**config.mk**
```make
export PLATFORM = sky130hd
export DESIGN_NAME = lcd_timing_register_bank
export DESIGN_NICKNAME = d
export VERILOG_FILES = /design/src/common/lcd_regs_pkg.sv /design/src/core/lcd_timing_register_bank.sv
export SDC_FILE = /design/constraint.sdc
export NUM_CORES = 1
export LEC_CHECK = 0
export ABC_AREA = 0
export BUFFER_PORTS_ARGS = -buffer_cell sky130_fd_sc_hd__buf_2
export CELL_PAD_IN_SITES_DETAIL_PLACEMENT = 1
export CELL_PAD_IN_SITES_GLOBAL_PLACEMENT = 2
export CORE_ASPECT_RATIO = 1.2
export CORE_MARGIN = 2
export CORE_UTILIZATION = 33
export CTS_CLUSTER_DIAMETER = 50
export CTS_CLUSTER_SIZE = 20
export DETAILED_ROUTE_END_ITERATION = 10
export PLACE_DENSITY_LB_ADDON = 0.08
export SLEW_MARGIN = 20
export SYNTH_ARGS = -nofsm -noshare
export SYNTH_HDL_FRONTEND = slang
export SYNTH_SLANG_ARGS = --single-unit
```
**constraint.sdc**
```tcl
create_clock -name clk_sys -period 1.7 [get_ports clk_sys]
set_clock_uncertainty 0.15 [all_clocks]
set_input_delay 0.255 -clock clk_sys [delete_from_list [all_inputs] [get_ports clk_sys]]
set_output_delay 0.255 -clock clk_sys [all_outputs]
set_load 0.02 [all_outputs]
```
**src/common/lcd_regs_pkg.sv**
```systemverilog
package lcd_regs_pkg;
  // Register indices reached through the index pointer
  localparam logic [4:0] IDX_HTOTAL   = 5'h00;
  localparam logic [4:0] IDX_HDISP    = 5'h01;
  localparam logic [4:0] IDX_MAXRAST  = 5'h09;
  localparam logic [4:0] IDX_CURSTART = 5'h0a;
  localparam logic [4:0] IDX_CUREND   = 5'h0b;
  localparam logic [4:0] IDX_SAH      = 5'h0c;
  localparam logic [4:0] IDX_SAL      = 5'h0d;
  localparam logic [4:0] IDX_CAH      = 5'h0e;
  localparam logic [4:0] IDX_CAL      = 5'h0f;
  localparam logic [4:0] IDX_VWIDTH   = 5'h12;
  localparam logic [4:0] IDX_DUTYH    = 5'h13;
  localparam logic [4:0] IDX_DUTYL    = 5'h14;
  localparam logic [4:0] IDX_SCROLL   = 5'h15;
  localparam logic [4:0] IDX_MODE     = 5'h16;
  // Field positions
  localparam int BLINK_HI_BIT = 6;
  localparam int BLINK_LO_BIT = 5;
  localparam int MODE_ATTR    = 0;
  localparam int MODE_BLINK   = 1;
  localparam int MODE_WIDE    = 2;
  localparam int MODE_DISP    = 4;
  // Blink periods in frames
  localparam int BLINK_SLOW_FRAMES = 64;
  localparam int BLINK_FAST_FRAMES = 32;
  // Reset value of every control register
  localparam logic [7:0] RESET_BYTE = 8'h00;
  // Blink control encodings
  localparam logic [1:0] BLINK_STEADY = 2'h0;
  localparam logic [1:0] BLINK_OFF    = 2'h1;
  localparam logic [1:0] BLINK_FAST   = 2'h2;
  localparam logic [1:0] BLINK_SLOW   = 2'h3;

  // Host bus request group
  typedef struct packed {
    logic       cs_n;
    logic       register_select;
    logic       wr_n;
    logic       rd_n;
    logic [7:0] wdata;
  } host_req_s;

  // External mode pins
  typedef struct packed {
    logic display_on;
    logic double_width;
    logic blink_enable;
    logic attribute_enable;
  } mode_pins_s;

  // Decoded configuration toward the timing logic
  typedef struct packed {
    logic [7:0]  horizontal_total_count;
    logic [7:0]  horizontal_displayed_count;
    logic [4:0]  max_raster_per_row;
    logic [4:0]  cursor_start_raster;
    logic [4:0]  cursor_end_raster;
    logic [15:0] display_start_addr;
    logic [15:0] cursor_addr;
    logic [7:0]  virtual_row_width;
    logic [8:0]  duty_rasters;
    logic [4:0]  scroll_start_raster;
  } timing_cfg_s;
endpackage : lcd_regs_pkg

```
**src/core/lcd_timing_register_bank.sv**
```systemverilog
// Overview of operation
// - Five-bit write-only index selects the control register
// - Only start and cursor addresses are readable
// - Blink code 00 steady, 01 cursor hidden
// - Blink 10 every 32, 11 every 64 frames
// - Effective mode is pin OR register bit
// - Writes to unassigned indices change nothing
// - Eight-bit horizontal total count
// - Eight-bit horizontal displayed count
// - Five-bit maximum raster per row
// - Cursor start: five raster bits plus blink
// - Five-bit cursor end raster
// - Sixteen-bit display start from two bytes
// - Sixteen-bit cursor address from two bytes
// - Eight-bit virtual row width
// - Nine-bit duty raster count from two registers
// - Five-bit scroll start raster
// - Mode bits: attr0, blink1, wide2, display4
// - Double width only in character mode
// - Attributes only in character mode
`timescale 1ns/1ns
`default_nettype none
module lcd_timing_register_bank (
  input  wire logic                       clk_sys,
  input  wire logic                       sys_rst,
  input  wire lcd_regs_pkg::host_req_s    host_req,
  input  wire lcd_regs_pkg::mode_pins_s   mode_pins,
  input  wire logic                       graphic_mode,
  input  wire logic                       frame_pulse,
  output logic [7:0]                      rdata,
  output logic                            rdata_oe,
  output lcd_regs_pkg::timing_cfg_s       timing_cfg,
  output lcd_regs_pkg::mode_pins_s        mode_eff,
  output logic                            cursor_visible
);
  import lcd_regs_pkg::*;

  // Synchronisers for pin inputs
  host_req_s  req_s1;
  host_req_s  req_s2;
  mode_pins_s pins_s1;
  mode_pins_s pins_s2;
  logic       gfx_s1;
  logic       gfx_s2;
  logic       frm_s1;
  logic       frm_s2;
  logic       frm_d;
  logic       wr_d;

  // Register store
  logic [4:0] register_index_pointer;
  logic [7:0] horizontal_total_count;
  logic [7:0] horizontal_displayed_count;
  logic [4:0] max_raster_per_row;
  logic [6:0] cursor_start_and_blink;
  logic [4:0] cursor_end_raster;
  logic [7:0] display_start_addr_high;
  logic [7:0] display_start_addr_low;
  logic [7:0] cursor_addr_high;
  logic [7:0] cursor_addr_low;
  logic [7:0] virtual_row_width;
  logic [7:0] duty_rasters_high;
  logic [7:0] duty_rasters_low;
  logic [4:0] scroll_start_raster;
  logic [4:0] display_mode_control;
  logic [5:0] frame_count;

  // Next values
  logic [4:0] next_register_index_pointer;
  logic [7:0] next_horizontal_total_count;
  logic [7:0] next_horizontal_displayed_count;
  logic [4:0] next_max_raster_per_row;
  logic [6:0] next_cursor_start_and_blink;
  logic [4:0] next_cursor_end_raster;
  logic [7:0] next_display_start_addr_high;
  logic [7:0] next_display_start_addr_low;
  logic [7:0] next_cursor_addr_high;
  logic [7:0] next_cursor_addr_low;
  logic [7:0] next_virtual_row_width;
  logic [7:0] next_duty_rasters_high;
  logic [7:0] next_duty_rasters_low;
  logic [4:0] next_scroll_start_raster;
  logic [4:0] next_display_mode_control;
  logic [7:0] next_rdata;
  logic       next_rdata_oe;
  timing_cfg_s next_timing_cfg;
  mode_pins_s  next_mode_eff;
  logic        next_cursor_visible;
  logic [5:0]  next_frame_count;
  logic        wr_edge;
  logic        rd_act;
  logic [1:0]  blink_code;

  // Two-stage capture of all pin inputs
  always_ff @(posedge clk_sys) begin
    req_s1  <= host_req;
    req_s2  <= req_s1;
    pins_s1 <= mode_pins;
    pins_s2 <= pins_s1;
    gfx_s1  <= graphic_mode;
    gfx_s2  <= gfx_s1;
    frm_s1  <= frame_pulse;
    frm_s2  <= frm_s1;
  end

  // Strobe qualifiers: write acts once on the falling write edge
  always_comb begin
    wr_edge = !req_s2.cs_n && !req_s2.wr_n && wr_d;
    rd_act  = !req_s2.cs_n && !req_s2.rd_n && req_s2.register_select;
    blink_code = cursor_start_and_blink[BLINK_HI_BIT:BLINK_LO_BIT];
  end

  // Register write decode
  always_comb begin
    next_register_index_pointer     = register_index_pointer;
    next_horizontal_total_count     = horizontal_total_count;
    next_horizontal_displayed_count = horizontal_displayed_count;
    next_max_raster_per_row         = max_raster_per_row;
    next_cursor_start_and_blink     = cursor_start_and_blink;
    next_cursor_end_raster          = cursor_end_raster;
    next_display_start_addr_high    = display_start_addr_high;
    next_display_start_addr_low     = display_start_addr_low;
    next_cursor_addr_high           = cursor_addr_high;
    next_cursor_addr_low            = cursor_addr_low;
    next_virtual_row_width          = virtual_row_width;
    next_duty_rasters_high          = duty_rasters_high;
    next_duty_rasters_low           = duty_rasters_low;
    next_scroll_start_raster        = scroll_start_raster;
    next_display_mode_control       = display_mode_control;
    if (wr_edge && !req_s2.register_select) begin
      // Index pointer write
      next_register_index_pointer = req_s2.wdata[4:0];
    end else if (wr_edge) begin
      case (register_index_pointer)
        IDX_HTOTAL:   next_horizontal_total_count = req_s2.wdata;
        IDX_HDISP:    next_horizontal_displayed_count = req_s2.wdata;
        IDX_MAXRAST:  next_max_raster_per_row = req_s2.wdata[4:0];
        IDX_CURSTART: next_cursor_start_and_blink = req_s2.wdata[6:0];
        IDX_CUREND:   next_cursor_end_raster = req_s2.wdata[4:0];
        IDX_SAH:      next_display_start_addr_high = req_s2.wdata;
        IDX_SAL:      next_display_start_addr_low = req_s2.wdata;
        IDX_CAH:      next_cursor_addr_high = req_s2.wdata;
        IDX_CAL:      next_cursor_addr_low = req_s2.wdata;
        IDX_VWIDTH:   next_virtual_row_width = req_s2.wdata;
        IDX_DUTYH:    next_duty_rasters_high = req_s2.wdata;
        IDX_DUTYL:    next_duty_rasters_low = req_s2.wdata;
        IDX_SCROLL:   next_scroll_start_raster = req_s2.wdata[4:0];
        IDX_MODE:     next_display_mode_control = req_s2.wdata[4:0];
        default:      ; // Unassigned index: write dropped
      endcase
    end
  end

  // Read path and derived outputs
  always_comb begin
    next_rdata    = RESET_BYTE;
    next_rdata_oe = rd_act;
    if (rd_act) begin
      case (register_index_pointer)
        IDX_SAH: next_rdata = display_start_addr_high;
        IDX_SAL: next_rdata = display_start_addr_low;
        IDX_CAH: next_rdata = cursor_addr_high;
        IDX_CAL: next_rdata = cursor_addr_low;
        default: next_rdata = RESET_BYTE; // Write-only or unassigned
      endcase
    end
    next_timing_cfg.horizontal_total_count     = horizontal_total_count;
    next_timing_cfg.horizontal_displayed_count = horizontal_displayed_count;
    next_timing_cfg.max_raster_per_row         = max_raster_per_row;
    next_timing_cfg.cursor_start_raster        = cursor_start_and_blink[4:0];
    next_timing_cfg.cursor_end_raster          = cursor_end_raster;
    next_timing_cfg.display_start_addr = {display_start_addr_high, display_start_addr_low};
    next_timing_cfg.cursor_addr        = {cursor_addr_high, cursor_addr_low};
    next_timing_cfg.virtual_row_width   = virtual_row_width;
    next_timing_cfg.duty_rasters        = {duty_rasters_high[0], duty_rasters_low};
    next_timing_cfg.scroll_start_raster = scroll_start_raster;
    // Pin OR register; wide and attributes gated off in graphic mode
    next_mode_eff.display_on   = pins_s2.display_on | display_mode_control[MODE_DISP];
    next_mode_eff.blink_enable = pins_s2.blink_enable
                                 | display_mode_control[MODE_BLINK];
    next_mode_eff.double_width = (pins_s2.double_width
                                  | display_mode_control[MODE_WIDE]) & !gfx_s2;
    next_mode_eff.attribute_enable = (pins_s2.attribute_enable
                                      | display_mode_control[MODE_ATTR]) & !gfx_s2;
    // Cursor blink selection
    case (blink_code)
      BLINK_STEADY: next_cursor_visible = 1'b1;
      BLINK_OFF:    next_cursor_visible = 1'b0;
      BLINK_FAST:   next_cursor_visible = !frame_count[4];
      default:      next_cursor_visible = !frame_count[5];
    endcase
  end

  // Frame counter for blink periods
  always_comb begin
    next_frame_count = frame_count;
    if (frm_s2 && !frm_d) begin
      next_frame_count = frame_count + 6'h1;
    end
  end

  // State registers
  always_ff @(posedge clk_sys) begin
    if (sys_rst) begin
      register_index_pointer     <= 5'h00;
      horizontal_total_count     <= RESET_BYTE;
      horizontal_displayed_count <= RESET_BYTE;
      max_raster_per_row         <= 5'h00;
      cursor_start_and_blink     <= 7'h00;
      cursor_end_raster          <= 5'h00;
      display_start_addr_high    <= RESET_BYTE;
      display_start_addr_low     <= RESET_BYTE;
      cursor_addr_high           <= RESET_BYTE;
      cursor_addr_low            <= RESET_BYTE;
      virtual_row_width          <= RESET_BYTE;
      duty_rasters_high          <= RESET_BYTE;
      duty_rasters_low           <= RESET_BYTE;
      scroll_start_raster        <= 5'h00;
      display_mode_control       <= 5'h00;
      frame_count                <= 6'h00;
      wr_d                       <= 1'b0; // Strobe low at release waits for a rise
      frm_d                      <= 1'b0;
      rdata                      <= RESET_BYTE;
      rdata_oe                   <= 1'b0;
      timing_cfg                 <= '0;
      mode_eff                   <= '0;
      cursor_visible             <= 1'b0;
    end else begin
      register_index_pointer     <= next_register_index_pointer;
      horizontal_total_count     <= next_horizontal_total_count;
      horizontal_displayed_count <= next_horizontal_displayed_count;
      max_raster_per_row         <= next_max_raster_per_row;
      cursor_start_and_blink     <= next_cursor_start_and_blink;
      cursor_end_raster          <= next_cursor_end_raster;
      display_start_addr_high    <= next_display_start_addr_high;
      display_start_addr_low     <= next_display_start_addr_low;
      cursor_addr_high           <= next_cursor_addr_high;
      cursor_addr_low            <= next_cursor_addr_low;
      virtual_row_width          <= next_virtual_row_width;
      duty_rasters_high          <= next_duty_rasters_high;
      duty_rasters_low           <= next_duty_rasters_low;
      scroll_start_raster        <= next_scroll_start_raster;
      display_mode_control       <= next_display_mode_control;
      frame_count                <= next_frame_count;
      wr_d                       <= req_s2.cs_n | req_s2.wr_n;
      frm_d                      <= frm_s2;
      rdata                      <= next_rdata;
      rdata_oe                   <= next_rdata_oe;
      timing_cfg                 <= next_timing_cfg;
      mode_eff                   <= next_mode_eff;
      cursor_visible             <= next_cursor_visible;
    end
  end

  // Checks
  property p_cs_ignore;
    @(posedge clk_sys) disable iff (sys_rst)
      req_s2.cs_n |=> $stable(register_index_pointer) && $stable(display_mode_control);
  endproperty
  a_cs_ignore: assert property (p_cs_ignore) else $error("write taken with cs high");

  property p_index_write;
    @(posedge clk_sys) disable iff (sys_rst)
      (wr_edge && !req_s2.register_select) |=> register_index_pointer == $past(req_s2.wdata[4:0]);
  endproperty
  a_index_write: assert property (p_index_write) else $error("index not loaded");

  property p_read_wo_zero;
    @(posedge clk_sys) disable iff (sys_rst)
      (rd_act && register_index_pointer == IDX_MODE) |=> rdata == 8'h00 && rdata_oe;
  endproperty
  a_read_wo_zero: assert property (p_read_wo_zero) else $error("write-only read leaked");

  property p_read_sal;
    @(posedge clk_sys) disable iff (sys_rst)
      (rd_act && register_index_pointer == IDX_SAL) |=> rdata == $past(display_start_addr_low);
  endproperty
  a_read_sal: assert property (p_read_sal) else $error("start low read wrong");

  property p_blink_off;
    @(posedge clk_sys) disable iff (sys_rst)
      (blink_code == BLINK_OFF) |=> !cursor_visible;
  endproperty
  a_blink_off: assert property (p_blink_off) else $error("cursor shown when off");

  property p_mode_or;
    @(posedge clk_sys) disable iff (sys_rst)
      (pins_s2.display_on || display_mode_control[MODE_DISP]) |=> mode_eff.display_on;
  endproperty
  a_mode_or: assert property (p_mode_or) else $error("mode OR lost");

  property p_unassigned;
    @(posedge clk_sys) disable iff (sys_rst)
      (wr_edge && req_s2.register_select && register_index_pointer == 5'h10)
        |=> $stable(timing_cfg) ##1 $stable(timing_cfg);
  endproperty
  a_unassigned: assert property (p_unassigned) else $error("unassigned write had effect");

  property p_wide_gfx;
    @(posedge clk_sys) disable iff (sys_rst)
      gfx_s2 |=> !mode_eff.double_width && !mode_eff.attribute_enable;
  endproperty
  a_wide_gfx: assert property (p_wide_gfx) else $error("wide or attr in graphic");

  // Strobe edge, read path, blink phase and field assembly
  property p_write_once;
    @(posedge clk_sys) disable iff (sys_rst)
      wr_edge |=> !wr_edge;
  endproperty
  a_write_once: assert property (p_write_once) else $error("write taken twice");

  property p_read_oe;
    @(posedge clk_sys) disable iff (sys_rst)
      1'b1 |=> rdata_oe == $past(rd_act);
  endproperty
  a_read_oe: assert property (p_read_oe) else $error("read enable wrong");

  property p_read_cah;
    @(posedge clk_sys) disable iff (sys_rst)
      (rd_act && register_index_pointer == IDX_CAH) |=> rdata == $past(cursor_addr_high);
  endproperty
  a_read_cah: assert property (p_read_cah) else $error("cursor high read wrong");

  property p_blink_steady;
    @(posedge clk_sys) disable iff (sys_rst)
      (blink_code == BLINK_STEADY) |=> cursor_visible;
  endproperty
  a_blink_steady: assert property (p_blink_steady) else $error("steady cursor hidden");

  property p_blink_fast;
    @(posedge clk_sys) disable iff (sys_rst)
      (blink_code == BLINK_FAST) |=> cursor_visible == !$past(frame_count[4]);
  endproperty
  a_blink_fast: assert property (p_blink_fast) else $error("fast blink phase wrong");

  property p_blink_slow;
    @(posedge clk_sys) disable iff (sys_rst)
      (blink_code == BLINK_SLOW) |=> cursor_visible == !$past(frame_count[5]);
  endproperty
  a_blink_slow: assert property (p_blink_slow) else $error("slow blink phase wrong");

  property p_frame_step;
    @(posedge clk_sys) disable iff (sys_rst)
      (frm_s2 && !frm_d) |=> frame_count == 6'($past(frame_count) + 6'h1);
  endproperty
  a_frame_step: assert property (p_frame_step) else $error("frame not counted");

  property p_mode_blink;
    @(posedge clk_sys) disable iff (sys_rst)
      (pins_s2.blink_enable || display_mode_control[MODE_BLINK]) |=> mode_eff.blink_enable;
  endproperty
  a_mode_blink: assert property (p_mode_blink) else $error("blink enable OR lost");

  property p_mode_load;
    @(posedge clk_sys) disable iff (sys_rst)
      (wr_edge && req_s2.register_select && register_index_pointer == IDX_MODE)
        |=> display_mode_control == $past(req_s2.wdata[4:0]);
  endproperty
  a_mode_load: assert property (p_mode_load) else $error("mode register not loaded");

  property p_start_addr;
    @(posedge clk_sys) disable iff (sys_rst)
      1'b1 |=> timing_cfg.display_start_addr
        == $past({display_start_addr_high, display_start_addr_low});
  endproperty
  a_start_addr: assert property (p_start_addr) else $error("start address pairing wrong");

  property p_duty;
    @(posedge clk_sys) disable iff (sys_rst)
      1'b1 |=> timing_cfg.duty_rasters
        == $past({duty_rasters_high[0], duty_rasters_low});
  endproperty
  a_duty: assert property (p_duty) else $error("duty count pairing wrong");
endmodule : lcd_timing_register_bank
`default_nettype wire

```
# --- After elaboration in Yosys (flattened, before gate mapping) ---
# Cells that the tools add are included.
totals:
  inputBits: 20
  out_inout_bits: 99
  reg_bits: 240
classes:
  eq_ne: 15
  reduce_logical: 31
  add_sub_neg: 1
  muxes: 2
  bitwise_logic: 9
ops:
  columns: ["operator", "n"]
  rows:
  - ["$reduce_and 3->1", 14]
  - ["$eq 5x4->1 const B", 7]
  - ["$pmux 8 s4", 1]
  - ["$eq 5x5->1 const B", 5]
  - ["$logic_not 1->1", 8]
  - ["$add 6x1->6 const B", 1]
  - ["$logic_and 1x1->1", 6]
  - ["$eq 5x1->1 const B", 1]
  - ["$logic_not 5->1", 1]
  - ["$or 1x1->1", 5]
  - ["$pmux 1 s3", 1]
  - ["$and 1x1->1", 2]
  - ["$eq 2x1->1 const B", 1]
  - ["$eq 2x2->1 const B", 1]
  - ["$logic_not 2->1", 1]
  - ["$not 1->1", 2]
  - ["$reduce_or 2->1", 1]

# --- Longest topological paths before layout ---
# Gate-level depths: netlist (run 1).
logic_depth:
  depth_word: 6
  mapped_depth: 5

# --- Worst setup path before layout (run 1) ---
# No wires, ideal clock.
synth_path:
  kind: "register -> register"
  start: "register register_index_pointer[3]"
  end: "register virtual_row_width[3]"
  setup_time_ns: 0.132
  path_slack_ns: 0.026
  path_buffers: 2
  path_stages_with_launch: 6
  required_time_ns: 1.418
  t_arrival_ns: 1.392
  cell_sequence: "dfxtp_1 > buf_2 > or2_0 > or4_4 > buf_6 > mux2i_1"
synth_between:
  elab_chain_len: 2
synth_lines:
  columns: ["element", "line_no", "rtl"]
  rows:
  - ["from (decl)", "lcd_timing_register_bank.sv:51", "logic [4:0] register_index_pointer;"]
  - ["from (signal assigned)", "lcd_timing_register_bank.sv:229", "register_index_pointer <= next_register_index_pointer;"]
  - ["$eq 5x5->1", "lcd_timing_register_bank.sv:134", "case (register_index_pointer)"]
  - ["$reduce_and 3->1 (no source line)", null, null]
  - ["to (signal assigned)", "lcd_timing_register_bank.sv:239", "virtual_row_width <= next_virtual_row_width;"]
  - ["to (decl)", "lcd_timing_register_bank.sv:61", "logic [7:0] virtual_row_width;"]
# No other way between the ends.
# A chain may end at the register's enable or synchronous reset.

# --- Final worst setup path (run 1) ---
layout_path:
  start: "register req_s2[9] (netlist bit)"
  end: "register virtual_row_width[7]"
layout_between:
  elab_chain_len: 6
layout_lines:
  columns: ["element", "line_no", "rtl"]
  rows:
  - ["from (decl)", "lcd_timing_register_bank.sv:40", "host_req_s req_s2;"]
  - ["from (signal assigned)", "lcd_timing_register_bank.sv:97", "req_s2 <= req_s1;"]
  - ["$logic_not 1->1 (*)", "lcd_timing_register_bank.sv:108", "wr_edge = !req_s2.cs_n && !req_s2.wr_n && wr_d;"]
  - ["$logic_and 1x1->1 (*) (2 in series)", "lcd_timing_register_bank.sv:108", null]
  - ["$logic_and 1x1->1", "lcd_timing_register_bank.sv:130", "if (wr_edge && !req_s2.register_select) begin"]
  - ["$not 1->1 (no source line)", null, null]
  - ["$reduce_and 3->1 (no source line) (*)", null, null]
# Mark *: on every way between the ends. The rest lies on a longest branch, timed or not.

==> impl_metrics.env, run 1 <==
export IMPL_run_status="completed"
export IMPL_overflow=0
export IMPL_post_route_worst_setup_slack_ps=6.11
export IMPL_dpl_hpwl_um=12700
export IMPL_hold_wc_path_type="flop to flop"
export IMPL_synth_top_cell_area_share=0.629
export IMPL_slew_headroom=0.678
export IMPL_cell_total_after_placement=1065
export IMPL_setup_reg_to_reg_worst_slack_ps=6
export IMPL_power_density_nw_per_um2=1140
export IMPL_initial_detailed_routing_violation_count=136
export IMPL_worstSetupPathType="flop to flop"
export IMPL_wl_per_cell_um=16.0
export IMPL_crit_fanout=8
export IMPL_tritoncts_sink_count=239
export IMPL_synthToLayoutAreaGrowth_pct=30.4
export IMPL_wirelength_um=18200
export IMPL_rows=60
export IMPL_clock_pin_slew_of_the_registers_on_the_worst_case_setup_and_hold_paths_ps=70
export IMPL_postSynthCellCount=662
export IMPL_insertion_delay_ps=520
export IMPL_die_x_um=143
export IMPL_grt_first_pass_wirelength_um=28900
export IMPL_nNetsFinal=858
export IMPL_floorplan_initialDensity=0.338
export IMPL_yosys_warnings=0
export IMPL_setup_viol=0
export IMPL_cts_tree="yes"
export IMPL_power_leakage_nw=5.20
export IMPL_top_reg_by_flops="timing_cfg"
export IMPL_core_um2=22500
export IMPL_io_pins=119
export IMPL_cts_root_to_sink_buffers=3
export IMPL_drt_drc_violations_left=0
export IMPL_routabilityCongestion=0.749
export IMPL_syn_cell_area_um2=7610
export IMPL_maxCapViolCount=0
export IMPL_avgSynthCellArea_um2=11.5
export IMPL_critical_path_slowest_cell="sky130_fd_sc_hd__or4_4"
export IMPL_cts_inserted_buffers=25
export IMPL_post_layout_nonfiller_instances=1134
export IMPL_largest_registers="timing_cfg x85, req_s1 x12, req_s2 x12"
export IMPL_rsz_0062_raised_after_global_routing="yes"
export IMPL_grt_util_all_layers=0.151
export IMPL_sequential_fraction_of_the_synthesis_area=0.629
export IMPL_final_period_utilization=0.996
export IMPL_largest_register_ff_count=85
export IMPL_die_height_um=170
export IMPL_num_vias=5037
export IMPL_io_buffer_count=118
export IMPL_floorplan_die_area_um2=24300
export IMPL_worst_pin_slew_ps=483
export IMPL_cts_htree_levels=1
export IMPL_cp_arrival_ps=1940
export IMPL_report_final_hold_viol_count=0
export IMPL_synth_nets=683
export IMPL_finalCoreUtilization=0.440
export IMPL_fin_hold_ws_ps=179
export IMPL_largest_area_contributor_in_the_netlist="sky130_fd_sc_hd__dfxtp_1"
export IMPL_route_detailed_vias_per_inst=4.44
export IMPL_cts_root_buf="sky130_fd_sc_hd__clkbuf_16"
export IMPL_synth_seq_cells=239
export IMPL_drv_slew=0
export IMPL_cp_cell_sequence="nand4bb_4 -> or4_4 -> mux2i_1"
export IMPL_worst_setup_timing_slack_at_the_placement_stage_ps=-148
export IMPL_grt_pass1_vias=5402
export IMPL_synth_unique_cells=40
export IMPL_drive_above_1_share=0.283
export IMPL_ant_nets=0
export IMPL_critical_path_max_stage_delay_ps=620
export IMPL_final_setup_tns_ps=0
export IMPL_worstSetupStartpointType="flop"
export IMPL_clock_fmax_ghz=0.590
export IMPL_number_of_filler_instances_in_the_final_layout=2458
export IMPL_final_min_clock_period_ps=1690
export IMPL_timing_critical_path_to_type="flop"
export IMPL_cp_required_ps=1940
export IMPL_pin_count_of_the_biggest_net_entering_global_routing=57
export IMPL_grt_antenna_before_repair=0
export IMPL_first_pass_iters=5
export IMPL_n_antenna_cell=0
export IMPL_ir_drop_v=0.000626
export IMPL_netlist_top_cells_area="sky130_fd_sc_hd__dfxtp_1 63%, sky130_fd_sc_hd__mux2i_1 13%, sky130_fd_sc_hd__nand2b_1 8.3%"
==> repair_timing <==
action,4_1_cts,5_1_grt
pin swaps,3,5
hold buffers,19,0
endpoints found under the setup margin,36,94
gates resized for setup,12,14
setup buffers,1,4
hold endpoints to repair,19,0
==> power by group <==
part	switching (mW)	internal [mW]
clock network	2.37	2.85
registers	0.0371	5.66
logic	0.167	0.163
total	2.58	8.68
==> path summary, 6_finish.rpt <==
kind,depth (start not counted),endpoint,from
worst max-delay path,3,virtual_row_width[7],req_s2[9]
worst min-delay path,0,req_s2[11],req_s1[11]
worst max register to register,3,virtual_row_width[7],req_s2[9]
worst min register to register,0,req_s2[11],req_s1[11]
==> area by class of cell <==
type | instances | area [µm²] | share of cell area
inverter | 87 | 327 | 0.0329
tap | 279 | 349 | 0.0352
timing repair buffer | 183 | 1210 | 0.122
multi-input combinational | 301 | 2410 | 0.243
clock inverter | 16 | 160 | 0.0162
clock buffer | 29 | 651 | 0.0656
sequential | 239 | 4800 | 0.484
==> placed cells by master (no fill, tap or decap), types with 4 or more instances in the layout <==
| cell | instances |
|---|---|
| sky130_fd_sc_hd__mux2i_1 | 97 |
| sky130_fd_sc_hd__dfxtp_1 | 230 |
| sky130_fd_sc_hd__a21oi_1 | 12 |
| sky130_fd_sc_hd__nand4_1 | 9 |
| sky130_fd_sc_hd__nand2b_1 | 101 |
| sky130_fd_sc_hd__mux2_2 | 8 |
| sky130_fd_sc_hd__nor2_1 | 18 |
| sky130_fd_sc_hd__a32oi_1 | 8 |
| sky130_fd_sc_hd__nor2b_1 | 4 |
| sky130_fd_sc_hd__buf_12 | 7 |
| sky130_fd_sc_hd__clkinv_8 | 4 |
| sky130_fd_sc_hd__clkbuf_16 | 25 |
| sky130_fd_sc_hd__buf_4 | 39 |
| sky130_fd_sc_hd__inv_1 | 86 |
| sky130_fd_sc_hd__buf_2 | 118 |
| sky130_fd_sc_hd__clkinv_4 | 4 |
| sky130_fd_sc_hd__dfxtp_2 | 6 |
| sky130_fd_sc_hd__dlygate4sd3_1 | 19 |
==> synthesized netlist by cell type, drive strengths merged <==
cell type and count:
or2 1, nor3 5, nor2 18, a21oi 12, inv 87, nor2b 5, nand4bb 1, a31oi 1
a32oi 8, nor4bb 1, or3 2, dfxtp 239, nor4b 3, and4 2, nor4 1, nand2 3
and2 1, o31ai 1, nor3b 2, mux2i 97, xor2 2, nand3 5, clkbuf 22, mux2 8
and4b 2, nand2b 101, buf 13, o21ai 2, or4 2, ha 1, nand3b 2, nand4 12
==> stage by stage <==
| step | area, µm² | power (mW) |
|---|---|---|
| floorplan | 7610 | 5.97 |
| global placement | 8800 | 6.11 |
| detailed placement | 8800 | 6.12 |
| CTS | 9840 | 11.4 |
| global route | 9920 | 11.7 |
| finish | 9920 | 11.3 |
==> logic make-up after synthesis <==
| logic type | synth area share |
|---|---|
| AO/OA/AOI/OAI | 0.0202 |
| flip-flops | 0.629 |
| XOR/XNOR | 0.00230 |
| buffers and inverters | 0.0625 |
| AND/OR/NAND/NOR | 0.145 |
| adder cells (fa/ha/maj) | 0.00164 |
| multiplexers | 0.139 |
==> per-layer routing <==
metal	part of all wire	GRT usage	vias up	wire length (µm)
li1	-	-	2484	-
met1	0.45	0.195	2418	8250
met2	0.49	0.262	108	8840
met3	0.041	0.0242	27	751
met4	0.018	0.0396	0	325
met5	0	0	-	0
==> worst max-delay path: cells and delay by family (launching register included) <==
| kind | cells | cell delay, ps |
|---|---|---|
| multiplexers | 1 | 160 |
| AND/OR/NAND/NOR | 2 | 890 |
| flip-flops | 1 | 370 |
No activity file was read; power rests on OpenSTA's default activity.
==> run 2, diff against run 1 <==
--- a/config.mk
+++ b/config.mk
@@ -16,6 +16,7 @@
 export CTS_CLUSTER_SIZE = 20
 export DETAILED_ROUTE_END_ITERATION = 10
 export PLACE_DENSITY_LB_ADDON = 0.08
+export SETUP_SLACK_MARGIN = 0.3
 export SLEW_MARGIN = 20
 export SYNTH_ARGS = -nofsm -noshare
 export SYNTH_HDL_FRONTEND = slang
==> run 2 against run 1 <==
Against the previous run: first-iteration DRC count decreased by 34%; non-clock buffer count increased by 10; combinational power increased by 14%; largest power group unchanged; clock-buffer cell count decreased by 3; clock power increased by 6.3%; register-to-register slack improved by 20 ps; cell area increased by 11%; setup slack improved by 15 ps.
==> impl_metrics.env, run 2 (synthesis results as in run 1) <==
export IMPL_run_status="completed"
export IMPL_floorplan_die_area_um2=24300
export IMPL_maxCapViolCount=0
export IMPL_critical_path_buf_inv_count=0
export IMPL_worst_setup_timing_slack_at_the_placement_stage_ps=-97.5
export IMPL_cts_tree="yes"
export IMPL_grt_util_all_layers=0.153
export IMPL_drive_above_1_share=0.418
export IMPL_die_height_um=170
export IMPL_power_leakage_nw=5.42
export IMPL_pin_count_of_the_biggest_net_entering_global_routing=37
export IMPL_overflow=0
export IMPL_final_period_utilization=0.988
export IMPL_cell_total_after_placement=1066
export IMPL_ir_drop_v=0.000784
export IMPL_route_detailed_vias_per_inst=4.42
export IMPL_cp_arrival_ps=1940
export IMPL_drv_slew=0
export IMPL_critical_path_slowest_cell="sky130_fd_sc_hd__or4_4"
export IMPL_wl_per_cell_um=16.2
export IMPL_tritoncts_sink_count=239
export IMPL_final_setup_tns_ps=0
export IMPL_worstSetupStartpointType="flop"
export IMPL_final_min_clock_period_ps=1680
export IMPL_cp_required_ps=1960
export IMPL_nNetsFinal=868
export IMPL_worst_pin_slew_ps=446
export IMPL_power_density_nw_per_um2=1060
export IMPL_final_common_cell="sky130_fd_sc_hd__dfxtp_1"
export IMPL_timing_critical_path_to_type="flop"
export IMPL_rows=60
export IMPL_family_with_the_most_delay_on_the_worst_path="simple AND/OR/NAND/NOR gates"
export IMPL_cts_root_to_sink_buffers=3
export IMPL_floorplan_initialDensity=0.338
export IMPL_grt_antenna_before_repair=0
export IMPL_ant_nets=0
export IMPL_rsz_0062_raised_after_global_routing="yes"
export IMPL_layout_common_cells="149 x sky130_fd_sc_hd__dfxtp_1, 102 x sky130_fd_sc_hd__buf_6, 100 x sky130_fd_sc_hd__nand2b_1"
export IMPL_die_x_um=143
export IMPL_n_antenna_cell=0
export IMPL_io_pins=119
export IMPL_cp_cell_sequence="or2_1 -> or4_4 -> mux2i_1"
export IMPL_hold_wc_path_type="input pin to flop"
export IMPL_insertion_delay_ps=530
export IMPL_wirelength_um=18500
export IMPL_dpl_hpwl_um=12500
export IMPL_num_vias=5052
export IMPL_core_um2=22500
export IMPL_cts_root_buf="sky130_fd_sc_hd__clkbuf_16"
export IMPL_first_pass_iters=4
export IMPL_largest_registers="timing_cfg x85, req_s1 x12, req_s2 x12"
export IMPL_clock_pin_slew_of_the_registers_on_the_worst_case_setup_and_hold_paths_ps=70
export IMPL_clock_fmax_ghz=0.596
export IMPL_drt_drc_violations_left=0
export IMPL_routabilityCongestion=0.755
export IMPL_largest_register_ff_count=85
export IMPL_crit_fanout=8
export IMPL_critical_path_max_stage_delay_ps=640
export IMPL_grt_pass1_vias=5482
export IMPL_setup_viol=0
export IMPL_worstSetupPathType="flop to flop"
export IMPL_cts_htree_levels=1
export IMPL_top_reg_by_flops="timing_cfg"
export IMPL_synthToLayoutAreaGrowth_pct=44.8
export IMPL_slew_headroom=0.703
export IMPL_setup_reg_to_reg_worst_slack_ps=20
export IMPL_io_buffer_count=118
export IMPL_post_route_worst_setup_slack_ps=21.2
export IMPL_cts_inserted_buffers=25
export IMPL_report_final_hold_viol_count=0
export IMPL_post_layout_nonfiller_instances=1144
export IMPL_grt_first_pass_wirelength_um=29200
export IMPL_initial_detailed_routing_violation_count=90
==> run 2: final timing paths <==
path / end / startpoint / cells after the start
worst min register to register: gfx_s2 / gfx_s1 / 0
worst min-delay path: timing_cfg[7] / sys_rst / 3
worst max register to register: virtual_row_width[6] / register_index_pointer[2] / 3
worst max-delay path: virtual_row_width[6] / register_index_pointer[2] / 3
==> run 2: routing by layer <==
metal / track usage / up-vias / share of wire
met5: 0 / - / 0
met4: 0.0448 / 0 / 0.023
met3: 0.0231 / 32 / 0.034
met2: 0.267 / 88 / 0.51
met1: 0.196 / 2423 / 0.44
li1: - / 2509 / -
==> run 2: power by group <==
part           switching, mW  leakage (nW)  internal [mW]
sequential            0.0413          1.98           5.66
combinational          0.179          3.01          0.198
clock                   2.52         0.419           3.04
total                   2.74          5.42           8.90
==> run 2: area by class of cell <==
| cell class | instances | area (µm²) |
|---|---|---|
| fillers | 2346 | 11500 |
| flip-flops and latches | 239 | 4910 |
| multi-input cells | 301 | 2650 |
| repair buffers | 193 | 1940 |
| clock buffers | 26 | 639 |
| well taps | 279 | 349 |
| inverters | 87 | 327 |
| clock inverters | 19 | 210 |
==> run 2: timing repair <==
action,in CTS,in global routing
setup buffers,6,9
pin swaps,14,19
resized for setup,225,120
hold buffers,18,0
cloned,0,0
setup endpoints to repair,199,171
hold endpoints to repair,18,0
==> run 2: stage by stage <==
stage          power (mW)  utilization  hold WS (ps)  instance area [µm²]
2_1_floorplan        5.98            -           133                 7720
3_3_place_gp         6.13        0.394           163                 8870
3_5_place_dp         6.14        0.394           164                 8870
4_1_cts              11.8        0.471          93.7                10600
5_1_grt              12.1        0.489           183                11000
6_report             11.6        0.489           142                11000
==> run 2: worst reg2reg max path, stage by stage, from the launching register on <==
cell and delay (ps):
sky130_fd_sc_hd__dfxtp_2 330, sky130_fd_sc_hd__or2_1 280, sky130_fd_sc_hd__or4_4 640, sky130_fd_sc_hd__mux2i_1 160
==> run 3, diff against run 2 <==
--- a/config.mk
+++ b/config.mk
@@ -7,11 +7,11 @@
 export LEC_CHECK = 0
 export ABC_AREA = 0
 export BUFFER_PORTS_ARGS = -buffer_cell sky130_fd_sc_hd__buf_2
-export CELL_PAD_IN_SITES_DETAIL_PLACEMENT = 1
-export CELL_PAD_IN_SITES_GLOBAL_PLACEMENT = 2
+export CELL_PAD_IN_SITES_DETAIL_PLACEMENT = 0
+export CELL_PAD_IN_SITES_GLOBAL_PLACEMENT = 1
 export CORE_ASPECT_RATIO = 1.2
 export CORE_MARGIN = 2
-export CORE_UTILIZATION = 33
+export CORE_UTILIZATION = 35
 export CTS_CLUSTER_DIAMETER = 50
 export CTS_CLUSTER_SIZE = 20
 export DETAILED_ROUTE_END_ITERATION = 10
==> run 3 against run 2 <==
Against the previous run: cell count fell by 1.1%; sequential cell count did not move; setup slack improved by 18 ps.
==> impl_metrics.env, run 3 (synthesis results as in run 1) <==
export IMPL_num_vias=4938
export IMPL_p_clk_frac=0.432
export IMPL_grt_antenna_before_repair=0
export IMPL_cell_int_power_mw=8.35
export IMPL_grt_util_all_layers=0.146
export IMPL_ir_drop_v=0.000697
export IMPL_io_pins=119
export IMPL_final_min_clock_period_ps=1660
export IMPL_worstSetupStartpointType="flop"
export IMPL_nNetsFinal=866
export IMPL_pwr_share_seq=0.535
export IMPL_layout_common_cells="205 x sky130_fd_sc_hd__dfxtp_1, 100 x sky130_fd_sc_hd__nand2b_1, 96 x sky130_fd_sc_hd__mux2i_1"
export IMPL_clock_pin_slew_of_the_registers_on_the_worst_case_setup_and_hold_paths_ps=70
export IMPL_finalCoreUtilization=0.487
export IMPL_core_um2=21500
export IMPL_initial_detailed_routing_violation_count=85
export IMPL_grt_first_pass_wirelength_um=26700
export IMPL_pin_count_of_the_biggest_net_entering_global_routing=46
export IMPL_n_antenna_cell=0
export IMPL_critical_path_max_stage_delay_ps=610
export IMPL_power_density_nw_per_um2=1020
export IMPL_largest_register_ff_count=85
export IMPL_slew_headroom=0.728
export IMPL_timing_critical_path_to_type="flop"
export IMPL_drv_slew=0
export IMPL_first_pass_iters=4
export IMPL_cts_root_to_sink_buffers=3
export IMPL_cp_required_ps=1920
export IMPL_final_common_cell="sky130_fd_sc_hd__dfxtp_1"
export IMPL_top_reg_by_flops="timing_cfg"
export IMPL_final_period_utilization=0.977
export IMPL_insertion_delay_ps=500
export IMPL_die_height_um=165
export IMPL_maxCapViolCount=0
export IMPL_wl_per_cell_um=14.9
export IMPL_power_leakage_nw=5.24
export IMPL_overflow=0
export IMPL_route_detailed_vias_per_inst=4.37
export IMPL_clock_fmax_ghz=0.602
export IMPL_number_of_filler_instances_in_the_final_layout=2002
export IMPL_floorplan_initialDensity=0.354
export IMPL_grt_pass1_vias=5013
export IMPL_cts_root_buf="sky130_fd_sc_hd__clkbuf_16"
export IMPL_rows=59
export IMPL_floorplan_die_area_um2=22900
export IMPL_hold_wc_path_type="input pin to flop"
export IMPL_cts_inserted_buffers=20
export IMPL_rsz_0062_raised_after_global_routing="yes"
export IMPL_worstSetupPathType="flop to flop"
export IMPL_comb_power_share=0.033
export IMPL_dpl_hpwl_um=11400
export IMPL_cts_tree="yes"
export IMPL_run_status="completed"
export IMPL_routabilityCongestion=0.715
export IMPL_cp_cell_sequence="nand4bb_4 -> or4_4 -> mux2i_1"
export IMPL_net_switching_power_mw=2.30
export IMPL_largest_registers="timing_cfg x85, req_s1 x12, req_s2 x12"
export IMPL_crit_fanout=8
export IMPL_total_power_mw=10.7
export IMPL_ant_nets=0
export IMPL_synthToLayoutAreaGrowth_pct=37.4
export IMPL_report_final_hold_viol_count=0
export IMPL_setup_viol=0
export IMPL_critical_path_slowest_cell="sky130_fd_sc_hd__or4_4"
export IMPL_wirelength_um=16800
export IMPL_io_buffer_count=118
export IMPL_fin_hold_ws_ps=64.9
export IMPL_cts_htree_levels=1
export IMPL_die_x_um=139
export IMPL_switching_fraction=0.216
export IMPL_tritoncts_sink_count=239
export IMPL_drt_drc_violations_left=0
export IMPL_worst_pin_slew_ps=408
export IMPL_cp_arrival_ps=1880
export IMPL_drive_above_1_share=0.342
run 3: changes by cell type in the layout (fill, tap and decap cells not counted), moves of 21 or more:
| cell | change |
|---|---|
| sky130_fd_sc_hd__dfxtp_1 | +56 |
| sky130_fd_sc_hd__buf_4 | +41 |
| sky130_fd_sc_hd__buf_6 | -56 |
| sky130_fd_sc_hd__dfxtp_2 | -56 |
| sky130_fd_sc_hd__buf_2 | +21 |
run 3: area by class of cell:
cell class                      count  area [µm²]  share of cell area
Clock inverter                     11         119              0.0114
Clock buffer                       23         543              0.0520
Inverter                           87         327              0.0312
Tap cell                          274         343              0.0328
Timing Repair Buffer              196        1650               0.158
Multi-Input combinational cell    301        2630               0.251
Sequential cell                   239        4840               0.463
run 3: repair_timing:
| item | CTS | global route |
|---|---|---|
| pin swaps | 19 | 9 |
| endpoints found under the setup margin | 115 | 180 |
| hold buffers | 18 | 0 |
| buffers inserted | 12 | 4 |
| gates resized for setup | 65 | 141 |
| cloned | 1 | 0 |
| endpoints found under the hold margin | 18 | 0 |
run 3: critical path, delay by kind of cell, from the launching register on:
family | cells | cell delay (ps)
flops | 1 | 360
mux | 1 | 150
simple gates | 2 | 870
run 3: per-stage QoR:
stage | TNS, ps | setup slack [ps] | std cells | cell area [µm²]
5_1_grt | -45.9 | -21.0 | 1131 | 10500
6_report | 0 | 39.3 | 1131 | 10500
2_1_floorplan | 0 | 42.9 | 662 | 7720
4_1_cts | 0 | 32.7 | 1127 | 9990
3_5_place_dp | -572 | -103 | 1062 | 8840
3_3_place_gp | 0 | 17.5 | 1062 | 8840
run 3: path summary, 6_finish.rpt:
path,startpoint,cells after the start,slack (ps),end
max,req_s2[9],3,40,virtual_row_width[7]
min,sys_rst,3,60,frame_count[4]
max reg2reg,req_s2[9],3,40,virtual_row_width[7]
min reg2reg,frm_s1,0,180,frm_s2
run 3: per-layer routing:
metal / wire [µm] / GRT usage / up-vias
li1: - / - / 2503
met1: 7570 / 0.185 / 2309
met2: 8240 / 0.255 / 106
met3: 703 / 0.0271 / 20
met4: 295 / 0.0404 / 0
met5: 0 / 0 / -
run 3: power by group through the flow:
stage	sequential, mW	clock (mW)	combinational [mW]
floorplan	5.83	0	0.155
global placement	5.82	0	0.286
detailed placement	5.83	0	0.290
CTS	5.69	4.79	0.341
global route	5.70	5.00	0.376
finish	5.70	4.60	0.350
